$ cat config.mk
export PLATFORM = sky130hd
export DESIGN_NAME = pmc_ctrl
export DESIGN_NICKNAME = d
export VERILOG_FILES = /design/src/hw/pmc_pkg.sv /design/src/hw/pmc_ctrl.sv
export VERILOG_INCLUDE_DIRS = /design/src /design/src/hw
export SDC_FILE = /design/constraint.sdc
export NUM_CORES = 1
export LEC_CHECK = 0
export ABC_CLOCK_PERIOD_IN_PS = 3150
export BUFFER_PORTS_ARGS = -buffer_cell sky130_fd_sc_hd__buf_4
export CAP_MARGIN = 10
export CORE_ASPECT_RATIO = 0.75
export CORE_UTILIZATION = 40
export CTS_CLUSTER_DIAMETER = 200
export DETAILED_ROUTE_END_ITERATION = 8
export GPL_TIMING_DRIVEN = 0
export PLACE_DENSITY = 0.63
export SLEW_MARGIN = 10
export SYNTH_ARGS = -nofsm -noshare
export SYNTH_HDL_FRONTEND = slang
export SYNTH_SLANG_ARGS = --single-unit
$ cat constraint.sdc
create_clock -name i_clk_sys -period 3.15 [get_ports i_clk_sys]
set_clock_uncertainty 0.05 [all_clocks]
set_input_delay 0.315 -clock i_clk_sys [delete_from_list [all_inputs] [get_ports i_clk_sys]]
set_output_delay 0.315 -clock i_clk_sys [all_outputs]
set_load 0.01 [all_outputs]
$ cat src/hw/pmc_cfg.svh
// Constants for the power mode controller: divider field codes and startup timing.
// Assumes it is included once per compile unit by its bare name.
`ifndef PMC_CFG_SVH
`define PMC_CFG_SVH
`define PMC_DIV_LOW0        3'h0
`define PMC_DIV_LOW1        3'h1
`define PMC_HXT_SST_CYC     11'h400
`define PMC_HRC_SST_CYC     11'h010
`define PMC_LXT_SST_CYC     11'h400
`define PMC_LRC_SST_CYC     11'h002
`endif

$ cat src/hw/pmc_pkg.sv
// Types shared by the power mode controller.
// Assumes the cfg header is compiled alongside.
package pmc_pkg;
    // One-hot operating modes.
    typedef enum logic [5:0] {
        PMC_NORMAL    = 6'h01,
        PMC_SLOW      = 6'h02,
        PMC_DEEP      = 6'h04,
        PMC_LIGHT     = 6'h08,
        PMC_IDLE_OFF  = 6'h10,
        PMC_IDLE_ON   = 6'h20
    } pmc_mode_e;
endpackage : pmc_pkg

$ cat src/hw/pmc_ctrl.sv
// Operating-mode controller: mode selection, clock gating, flags, wake-up.
// Assumes all inputs are synchronous to i_clk_sys; oscillators lie outside.
// What this block does
// RULE1 - Clear high select with divider 000 or 001 enters slow mode.
// RULE2 - High select set or divider 010..111 returns to normal clocking.
// RULE3 - Low clock as system clock stops high oscillator and its dividers.
// RULE4 - Slow switch completes only once low oscillator ready is seen.
// RULE5 - Software polls high oscillator ready when returning to normal.
// RULE6 - Halt without idle: deep sleep if watchdog and detector off, else light.
// RULE7 - Halt with idle: keep-sysclk selects idle clock on or off.
// RULE8 - Deep sleep stops all clocks; watchdog cleared and halted.
// RULE9 - Light sleep keeps aux clock; watchdog cleared and counts only on aux source.
// RULE10 - Idle off keeps time base and aux; watchdog per source.
// RULE11 - Idle on keeps all clocks; enabled watchdog cleared and counts.
// RULE12 - Halt entry sets power-down flag and clears expiry flag.
// RULE13 - Wake on reset, enabled port A fall, interrupt, watchdog overflow.
// RULE14 - Reset wake resets all; dog wake sets expiry, resets PC and SP.
// RULE15 - Power-down flag cleared by reset or dog clear, set by halt.
// RULE16 - Port A pins individually enable falling-edge wake; resume after halt.
// RULE17 - Disabled or stack-full interrupt resumes after halt, stays pending.
// RULE18 - An interrupt flag already set before halt is no wake source.
// RULE19 - Crystal oscillators share one startup counter, high speed first.
// RULE20 - Deep wake and power-on run first instruction on high ready.
// RULE21 - Light wake with crystal and fast wake may run on low clock.
// RULE22 - Aux clock and watchdog source run only if watchdog enabled; the code also runs aux with the detector enabled or in slow mode.
// RULE23 - High ready after 1024 crystal cycles or 16 RC cycles.
// RULE24 - Low ready low in deep sleep, then 1024 crystal or 2 RC cycles.
// RULE25 - Current mode is one registered encoded state driving all gating; the clock gates decode mode_nxt instead.
`timescale 1ns/1ps
`include "pmc_cfg.svh"

module pmc_ctrl
    import pmc_pkg::*;
(
    input  wire logic       i_clk_sys,
    input  wire logic       i_sys_rst,
    input  wire logic       i_sys_clock_high_select,
    input  wire logic [2:0] i_slow_clock_divider_select,
    input  wire logic       i_idle_on_halt,
    input  wire logic       i_idle_keep_sysclk,
    input  wire logic       i_fast_wake_enable,
    input  wire logic       i_dog_enable,
    input  wire logic       i_dog_on_aux,
    input  wire logic       i_supply_drop_enable,
    input  wire logic       i_hs_is_crystal,
    input  wire logic       i_ls_is_crystal,
    input  wire logic       i_halt,
    input  wire logic       i_dog_clear,
    input  wire logic       i_dog_overflow,
    input  wire logic [7:0] i_porta_pins,
    input  wire logic [7:0] i_porta_wake_enable,
    input  wire logic       i_irq_req,
    input  wire logic       i_irq_enable,
    input  wire logic       i_stack_full,
    output logic [5:0]      o_mode,
    output logic            o_sys_clk_en,
    output logic            o_sys_on_low,
    output logic            o_hs_osc_en,
    output logic            o_tbase_clk_en,
    output logic            o_aux_clk_en,
    output logic            o_dog_clk_en,
    output logic            o_dog_clr,
    output logic            o_high_osc_ready,
    output logic            o_low_osc_ready,
    output logic            o_power_down_flag,
    output logic            o_dog_expiry_flag,
    output logic            o_pc_sp_reset,
    output logic            o_irq_service,
    output logic            o_cpu_run
);

    // ========================================================================
    // Helpers
    // ========================================================================
    // Slow divider decode, used for mode choice and for sequencing.
    function automatic logic f_slow_sel(input logic hs, input logic [2:0] d);
        f_slow_sel = !hs && (d == `PMC_DIV_LOW0 || d == `PMC_DIV_LOW1);
    endfunction : f_slow_sel

    pmc_mode_e   mode_r;
    pmc_mode_e   mode_nxt;
    logic [7:0]  porta_d_r;
    logic [7:0]  porta_fall;
    logic        irq_armed_r;
    logic        wake;
    logic        halted;
    logic        want_slow;
    logic [10:0] sst_cnt_r;
    logic        sst_on_low_r;
    logic        hs_rdy_r;
    logic        ls_rdy_r;
    logic [10:0] hs_len;
    logic [10:0] ls_len;

    assign halted    = (mode_r != PMC_NORMAL) && (mode_r != PMC_SLOW);
    assign want_slow = f_slow_sel(i_sys_clock_high_select,
                                  i_slow_clock_divider_select);
    assign hs_len = i_hs_is_crystal ? `PMC_HXT_SST_CYC
                                    : `PMC_HRC_SST_CYC; // RULE23
    assign ls_len = i_ls_is_crystal ? `PMC_LXT_SST_CYC
                                    : `PMC_LRC_SST_CYC; // RULE24

    // ========================================================================
    // Wake sources
    // ========================================================================
    // Falling edges on enabled pins only; other pins never wake.
    assign porta_fall = porta_d_r & ~i_porta_pins & i_porta_wake_enable; // RULE16

    // An interrupt wakes only if its flag rose after halt entry.
    assign wake = halted && ((|porta_fall) || i_dog_overflow
                             || (i_irq_req && irq_armed_r)); // RULE13 RULE18

    always_ff @(posedge i_clk_sys) begin
        if (i_sys_rst) begin
            porta_d_r <= 8'hff;
        end else begin
            porta_d_r <= i_porta_pins;
        end
    end

    // Armed at halt only when no request is pending already.
    always_ff @(posedge i_clk_sys) begin
        if (i_sys_rst) begin
            irq_armed_r <= 1'b0;
        end else if (!halted && i_halt) begin
            irq_armed_r <= !i_irq_req; // RULE18
        end else if (!halted) begin
            irq_armed_r <= 1'b0;
        end
    end

    // ========================================================================
    // Mode state machine
    // ========================================================================
    // Slow entry waits for the low oscillator so the switch never glitches.
    always_comb begin
        mode_nxt = mode_r;
        case (mode_r)
            PMC_NORMAL, PMC_SLOW: begin
                if (i_halt) begin
                    if (!i_idle_on_halt) begin
                        mode_nxt = (i_dog_enable || i_supply_drop_enable)
                                   ? PMC_LIGHT : PMC_DEEP; // RULE6
                    end else begin
                        mode_nxt = i_idle_keep_sysclk
                                   ? PMC_IDLE_ON : PMC_IDLE_OFF; // RULE7
                    end
                end else if (want_slow && ls_rdy_r) begin
                    mode_nxt = PMC_SLOW; // RULE1 RULE4
                end else if (!want_slow) begin
                    mode_nxt = PMC_NORMAL; // RULE2
                end
            end
            PMC_DEEP, PMC_LIGHT, PMC_IDLE_OFF, PMC_IDLE_ON: begin
                // Slow wake still needs a settled low oscillator.
                if (wake) begin
                    mode_nxt = (want_slow && ls_rdy_r)
                               ? PMC_SLOW : PMC_NORMAL; // RULE4
                end
            end
            default: mode_nxt = PMC_NORMAL;
        endcase
    end

    // Registered mode; the clock gates below decode mode_nxt, the value it loads next.
    always_ff @(posedge i_clk_sys) begin
        if (i_sys_rst) begin
            mode_r <= PMC_NORMAL; // RULE14
        end else begin
            mode_r <= mode_nxt; // RULE25
        end
    end

    // ========================================================================
    // Shared startup counter
    // ========================================================================
    // One counter: high oscillator first, then the low one (crystal case).
    // Deep sleep and reset drop both ready flags.
    always_ff @(posedge i_clk_sys) begin
        if (i_sys_rst || mode_r == PMC_DEEP) begin
            sst_cnt_r    <= 11'h000;
            sst_on_low_r <= 1'b0;
            hs_rdy_r     <= 1'b0;
            ls_rdy_r     <= 1'b0; // RULE24
        end else if (mode_r == PMC_LIGHT || mode_r == PMC_IDLE_OFF) begin
            hs_rdy_r     <= 1'b0;
            sst_cnt_r    <= 11'h000;
            sst_on_low_r <= 1'b0;
        end else if (!hs_rdy_r && !(mode_r == PMC_SLOW)) begin
            if (sst_cnt_r + 11'h001 >= hs_len) begin
                hs_rdy_r  <= 1'b1; // RULE23
                sst_cnt_r <= 11'h000;
                sst_on_low_r <= 1'b1; // RULE19
            end else begin
                sst_cnt_r <= sst_cnt_r + 11'h001;
            end
        end else if (!ls_rdy_r && (sst_on_low_r || hs_rdy_r
                                   || mode_r == PMC_SLOW)) begin
            if (sst_cnt_r + 11'h001 >= ls_len) begin
                ls_rdy_r  <= 1'b1; // RULE19 RULE24
                sst_cnt_r <= 11'h000;
            end else begin
                sst_cnt_r <= sst_cnt_r + 11'h001;
            end
        end
    end

    // ========================================================================
    // Clock gating
    // ========================================================================
    // High oscillator stops in slow mode and in every stopped-clock halt.
    always_ff @(posedge i_clk_sys) begin
        if (i_sys_rst) begin
            o_sys_clk_en   <= 1'b1;
            o_sys_on_low   <= 1'b0;
            o_hs_osc_en    <= 1'b1;
            o_tbase_clk_en <= 1'b1;
            o_aux_clk_en   <= 1'b0;
            o_dog_clk_en   <= 1'b0;
        end else begin
            o_sys_clk_en <= (mode_nxt == PMC_NORMAL) || (mode_nxt == PMC_SLOW)
                            || (mode_nxt == PMC_IDLE_ON); // RULE8 RULE9
            // Fast wake borrows the aux clock until high ready.
            o_sys_on_low <= (mode_nxt == PMC_SLOW)
                            || (mode_nxt == PMC_NORMAL && !hs_rdy_r
                                && i_fast_wake_enable && i_hs_is_crystal
                                && ls_rdy_r); // RULE21
            o_hs_osc_en  <= (mode_nxt == PMC_NORMAL)
                            || (mode_nxt == PMC_IDLE_ON && !want_slow); // RULE3
            o_tbase_clk_en <= (mode_nxt != PMC_DEEP)
                              && (mode_nxt != PMC_LIGHT); // RULE10 RULE11
            o_aux_clk_en <= (mode_nxt != PMC_DEEP)
                            && (i_dog_enable || i_supply_drop_enable
                                || mode_nxt == PMC_SLOW); // RULE22
            o_dog_clk_en <= i_dog_enable && (mode_nxt != PMC_DEEP)
                            && (i_dog_on_aux || mode_nxt == PMC_NORMAL
                                || mode_nxt == PMC_SLOW
                                || mode_nxt == PMC_IDLE_ON); // RULE10 RULE22
        end
    end

    // ========================================================================
    // Status flags and CPU controls
    // ========================================================================
    // Halt sets power-down and clears expiry; an overflow wake sets expiry.
    always_ff @(posedge i_clk_sys) begin
        if (i_sys_rst) begin
            o_power_down_flag <= 1'b0;
            o_dog_expiry_flag <= 1'b0;
        end else begin
            if (!halted && i_halt) begin
                o_power_down_flag <= 1'b1; // RULE12 RULE15
            end else if (i_dog_clear) begin
                o_power_down_flag <= 1'b0; // RULE15
            end
            if (i_dog_overflow) begin
                o_dog_expiry_flag <= 1'b1; // RULE14
            end else if (!halted && i_halt) begin
                o_dog_expiry_flag <= 1'b0; // RULE12
            end
        end
    end

    // Pulses plus run, mode and ready levels to the core; the watchdog is cleared on each halt entry.
    always_ff @(posedge i_clk_sys) begin
        if (i_sys_rst) begin
            o_dog_clr     <= 1'b0;
            o_pc_sp_reset <= 1'b0;
            o_irq_service <= 1'b0;
            o_cpu_run     <= 1'b0;
            o_mode        <= 6'h01;
            o_high_osc_ready <= 1'b0;
            o_low_osc_ready  <= 1'b0;
        end else begin
            o_dog_clr     <= (!halted && i_halt) || i_dog_clear; // RULE8
            o_pc_sp_reset <= wake && i_dog_overflow; // RULE14
            o_irq_service <= wake && !i_dog_overflow && !(|porta_fall)
                             && i_irq_enable && !i_stack_full; // RULE17
            o_cpu_run     <= !halted && (hs_rdy_r || mode_r == PMC_SLOW
                                         || o_sys_on_low); // RULE20
            o_mode        <= mode_r;
            o_high_osc_ready <= hs_rdy_r; // RULE5
            o_low_osc_ready  <= ls_rdy_r;
        end
    end

    // ========================================================================
    // Checks
    // ========================================================================
    a_slow_needs_ready: assert property (@(posedge i_clk_sys)
        disable iff (i_sys_rst) $rose(mode_r == PMC_SLOW) |-> $past(ls_rdy_r))
        else $error("slow mode entered before low oscillator ready"); // RULE4
    a_halt_deep: assert property (@(posedge i_clk_sys) disable iff (i_sys_rst)
        (!halted && i_halt && !i_idle_on_halt && !i_dog_enable
         && !i_supply_drop_enable) |=> mode_r == PMC_DEEP)
        else $error("halt did not enter deep sleep"); // RULE6
    a_halt_idle: assert property (@(posedge i_clk_sys) disable iff (i_sys_rst)
        (!halted && i_halt && i_idle_on_halt) |=>
        mode_r == ($past(i_idle_keep_sysclk) ? PMC_IDLE_ON : PMC_IDLE_OFF))
        else $error("halt did not enter the right idle mode"); // RULE7
    a_deep_gates: assert property (@(posedge i_clk_sys) disable iff (i_sys_rst)
        (mode_nxt == PMC_DEEP) |=> !o_sys_clk_en && !o_dog_clk_en
        && !o_tbase_clk_en)
        else $error("deep sleep left a clock running"); // RULE8
    a_pdf_set: assert property (@(posedge i_clk_sys) disable iff (i_sys_rst)
        (!halted && i_halt && !i_dog_overflow)
        |=> o_power_down_flag && !o_dog_expiry_flag)
        else $error("halt flags wrong"); // RULE12
    a_wake_leaves: assert property (@(posedge i_clk_sys)
        disable iff (i_sys_rst) wake |=> !halted)
        else $error("wake did not leave halt"); // RULE13
    a_dog_wake: assert property (@(posedge i_clk_sys) disable iff (i_sys_rst)
        (wake && i_dog_overflow) |=> o_pc_sp_reset && o_dog_expiry_flag)
        else $error("dog wake missed"); // RULE14
    a_stale_irq: assert property (@(posedge i_clk_sys) disable iff (i_sys_rst)
        (!halted && i_halt && i_irq_req) |=> !irq_armed_r)
        else $error("stale interrupt armed"); // RULE18
    a_hs_ready_time: assert property (@(posedge i_clk_sys)
        disable iff (i_sys_rst) (mode_r == PMC_DEEP ##1 mode_r == PMC_NORMAL
        && !i_hs_is_crystal) |-> !hs_rdy_r ##[14:17] hs_rdy_r)
        else $error("rc high ready time wrong"); // RULE23
    c_deep: cover property (@(posedge i_clk_sys) mode_r == PMC_DEEP ##[1:20]
        mode_r == PMC_NORMAL);
    c_slow: cover property (@(posedge i_clk_sys) mode_r == PMC_SLOW);
    c_idle_on: cover property (@(posedge i_clk_sys) mode_r == PMC_IDLE_ON
        ##1 wake);

endmodule : pmc_ctrl

==> run_results.csv <==
group,metric,value,unit
logic_synthesis,avgSynthCellArea,8.96,um^2
clock_tree,cts_setup_buffers,0,
grt,grt_pass1_vias,1984,
cells_and_area,final_area,0.00299,mm^2
placed_design,portBuffers,54,
sta,setup-tns-final,0,ps
grt,grtUsageMet1,28.8,%
clock_tree,clkSinkCount,48,
logic_synthesis,yosysMostFrequentCell,"dfxtp_1",
floorplan,coreArea,0.00550,mm^2
routing,drt-initial-drc-count,83,
logic_synthesis,synth_nets,304,
setup_path,path_class,"reg -> reg",
logic_synthesis,synth_top_flop_cell,"dfxtp_1",
floorplan,ios,56,
setup_path,cp.arrival,3110,ps
logic_synthesis,async_flop_share,0,%
sta,rsz0062_at_grt,"no",
sta,fmax,342,MHz
sta,slew_headroom,37.7,%
routing,ant_nets,0,
cells_and_area,diodes,0,
logic_synthesis,synth_edf_count,0,
routing,firstDrtPassIters,4,
floorplan,die_h,68.5,um
floorplan,initial_core_util,42.9,%
sta,min_period_over_period,92.8,%
grt,grt_overflow,0,
setup_path,worstSetupStartpointType,"flop",
placed_design,post_dp_cell_area,0.00286,mm^2
hold_path,hold_path.class,"in -> reg",
cells_and_area,fin_nets,365,
logic_synthesis,synth_area_leaders,"dfxtp_1 (41%), nor2_1 (4.0%), nand2_1 (3.8%)",
logic_synthesis,yosys-top-cells-count,"dfxtp_1 (48), nor2_1 (25), nand2_1 (24)",
cells_and_area,fillers,508,
grt,top_usage_layer,"met2",
logic_synthesis,syn_area,0.00236,mm^2
clock_tree,htree_levels,2,
sta,slew_viol_final,0,
clock_tree,cts_buffers,5,
cells_and_area,drive_gt1_share,31.4,%
sta,hold_viol_final,0,
floorplan,rows,23,
logic_synthesis,synthCells,263,
setup_path,end_kind,"flop",
power_and_ir_drop,sw_frac_of_total,25.8,%
clock_tree,cts_root_buf,"clkbuf_8",
grt,use_met2,28.8,%
routing,wirelength,5.74,mm
power_and_ir_drop,vdd_drop_max,188,uV
routing,vias_per_cell,5.32,
logic_synthesis,synth_cell_types,62,
power_and_ir_drop,p_sw,0.334,mW
sta,worst-slew-pin-transition,932,ps
setup_path,cp.required,3340,ps
power_and_ir_drop,leakage,1.24,nW
grt,antenna_found_initial,0,
logic_synthesis,synth-seq-area-share,40.8,%
sta,setup_viol,0,
grt,grt_max_degree,16,
setup_path,path_max_fanout,10,
cells_and_area,multi_input_comb_area,0.00129,mm^2
power_and_ir_drop,clockPowerShare,34.9,%
power_and_ir_drop,pwr_density_cell,433,mW/mm^2
job,maxCapViolations,0,
clock_tree,cts_tree,"yes",
grt,grt_usage,20.2,%
logic_synthesis,yosys_warnings,0,
floorplan,dieArea,0.00620,mm^2
logic_synthesis,ys_seq_elements,48,
cells_and_area,syn2layout_area_growth,26.8,%
clock_tree,clockBufferDepth,2,
routing,vias,2127,
routing,wl_per_cell,14.3,um
floorplan,die_w,90.6,um
power_and_ir_drop,p_seq_share,50.1,%
status,run_status,"finished clean",
logic_synthesis,yosys.area.top_type_share,40.8,%
sta,post-route-min-period,2920,ps
grt,grt_pass1_wl,9.66,mm
power_and_ir_drop,intPower,0.961,mW
grt,grtUsageMet3,6.78,%
placed_design,place_congestion,0.787,
cells_and_area,ff_latch_area,962,um^2
routing,drc,0,
clock_tree,cts.clk_slew.worst_paths,90,ps
power_and_ir_drop,pwr-share-comb,15.0,%
placed_design,dp_hpwl,4.22,mm
clock_tree,insertion_delay,300,ps
sta,hold_slack,151,ps
logic_synthesis,yosysTopAreaCell,"dfxtp_1",
==> power by group through the flow <==
stage	sequential, mW	combinational, mW	clock (mW)
floorplan	0.665	0.104	0
global placement	0.662	0.189	0
detailed placement	0.662	0.191	0
CTS	0.649	0.192	0.460
global route	0.653	0.217	0.487
finish	0.649	0.194	0.451
==> layout by cell type (no fill, tap or decap), types with 2 or more instances in the layout <==
master    synthesis  final
clkbuf_1          4      4
buf_6             2      3
a21oi_1           8      8
o21a_1            4      4
or2_2             9      9
nand2_1          24     24
a211oi_1          3      3
nand4_1           2      2
and4_1            2      2
dfxtp_1          48     47
buf_2             5      5
inv_1            11     11
nor3_1            6      5
clkbuf_8          0      5
nand3b_1          6      6
and3_1            2      2
a21oi_2           8      8
nand4b_1          2      2
o21ai_0           7      7
ha_1              5      5
nand3_1           6      6
o31a_1            3      3
a32oi_1           2      2
nor2b_1          10     10
and2_1            6      6
nor2_1           25     25
a31oi_1           5      5
o211ai_2          6      6
buf_4             2     55
nor4_1            4      4
xor2_1            4      4
==> kinds of logic (layout without fill, tap and decap cells) <==
group / Yosys count / count (layout) / share of synthesized area (%)
adders and majority gates: 5 / 5 / 2.66
and+or+nand+nor: 114 / 114 / 26.4
xor gates and xnor gates: 5 / 5 / 1.86
buffers and inverters: 24 / 86 / 5.04
AOI/OAI and AO/OA: 67 / 67 / 23.3
DFF: 48 / 48 / 40.8
==> cell type report <==
cell class,count,share of cell area (%)
plain buffers,13,2.72
clock buffers,5,2.30
clock inverters,3,1.42
inverters,11,1.38
multi-input cells,191,43.3
flip-flops and latches,48,32.2
well taps,75,3.14
repair buffers,54,13.6
==> critical path, cell delays in order, from the launching register on <==
cell and delay, ps:
dfxtp_2 410, ha_1 160, buf_2 190, nand3_1 110, and2_1 190, nor2_1 120, ha_1 230, nand3_1 90
o31ai_1 90, or3b_1 400, o32ai_2 360, buf_6 230, o211ai_2 100, a21oi_2 130
==> registers in the layout, indices dropped and copies added (netlist names), 6 cells and up <==
register	flops
mode_r	6
sst_cnt_r	11
porta_d_r	8
o_mode	6
==> per-stage QoR <==
stage	instances	power [mW]	util [%]	worst slack (ps)
2_1_floorplan	263	0.769	-	488
3_3_place_gp	392	0.851	51.9	72.7
3_5_place_dp	392	0.853	51.9	61.4
4_1_cts	400	1.30	54.0	40.6
5_1_grt	400	1.36	54.4	37.0
6_report	400	1.29	54.4	226
==> path summary, 6_finish.rpt <==
path,from,endpoint,slack (ps),cells past startpoint
setup / recovery,sst_cnt_r[1],sst_cnt_r[5],230,13
hold / removal,i_porta_pins[2],porta_d_r[2],150,2
hold reg to reg,o_power_down_flag,o_power_down_flag,420,2
setup reg to reg,sst_cnt_r[1],sst_cnt_r[5],230,13
==> timing repair <==
action / CTS / global route
hold buffers: 0 / 0
endpoints found under the setup margin: 0 / 12
resized for setup: 0 / 4
==> metal layers <==
layer / vias to the layer above / part of all wire, %
met4: 0 / 0.96
met5: - / 0
li1: 1071 / -
met1: 966 / 54
met3: 8 / 7.4
met2: 82 / 38
Note: power is estimated with default switching activity, not from simulation.
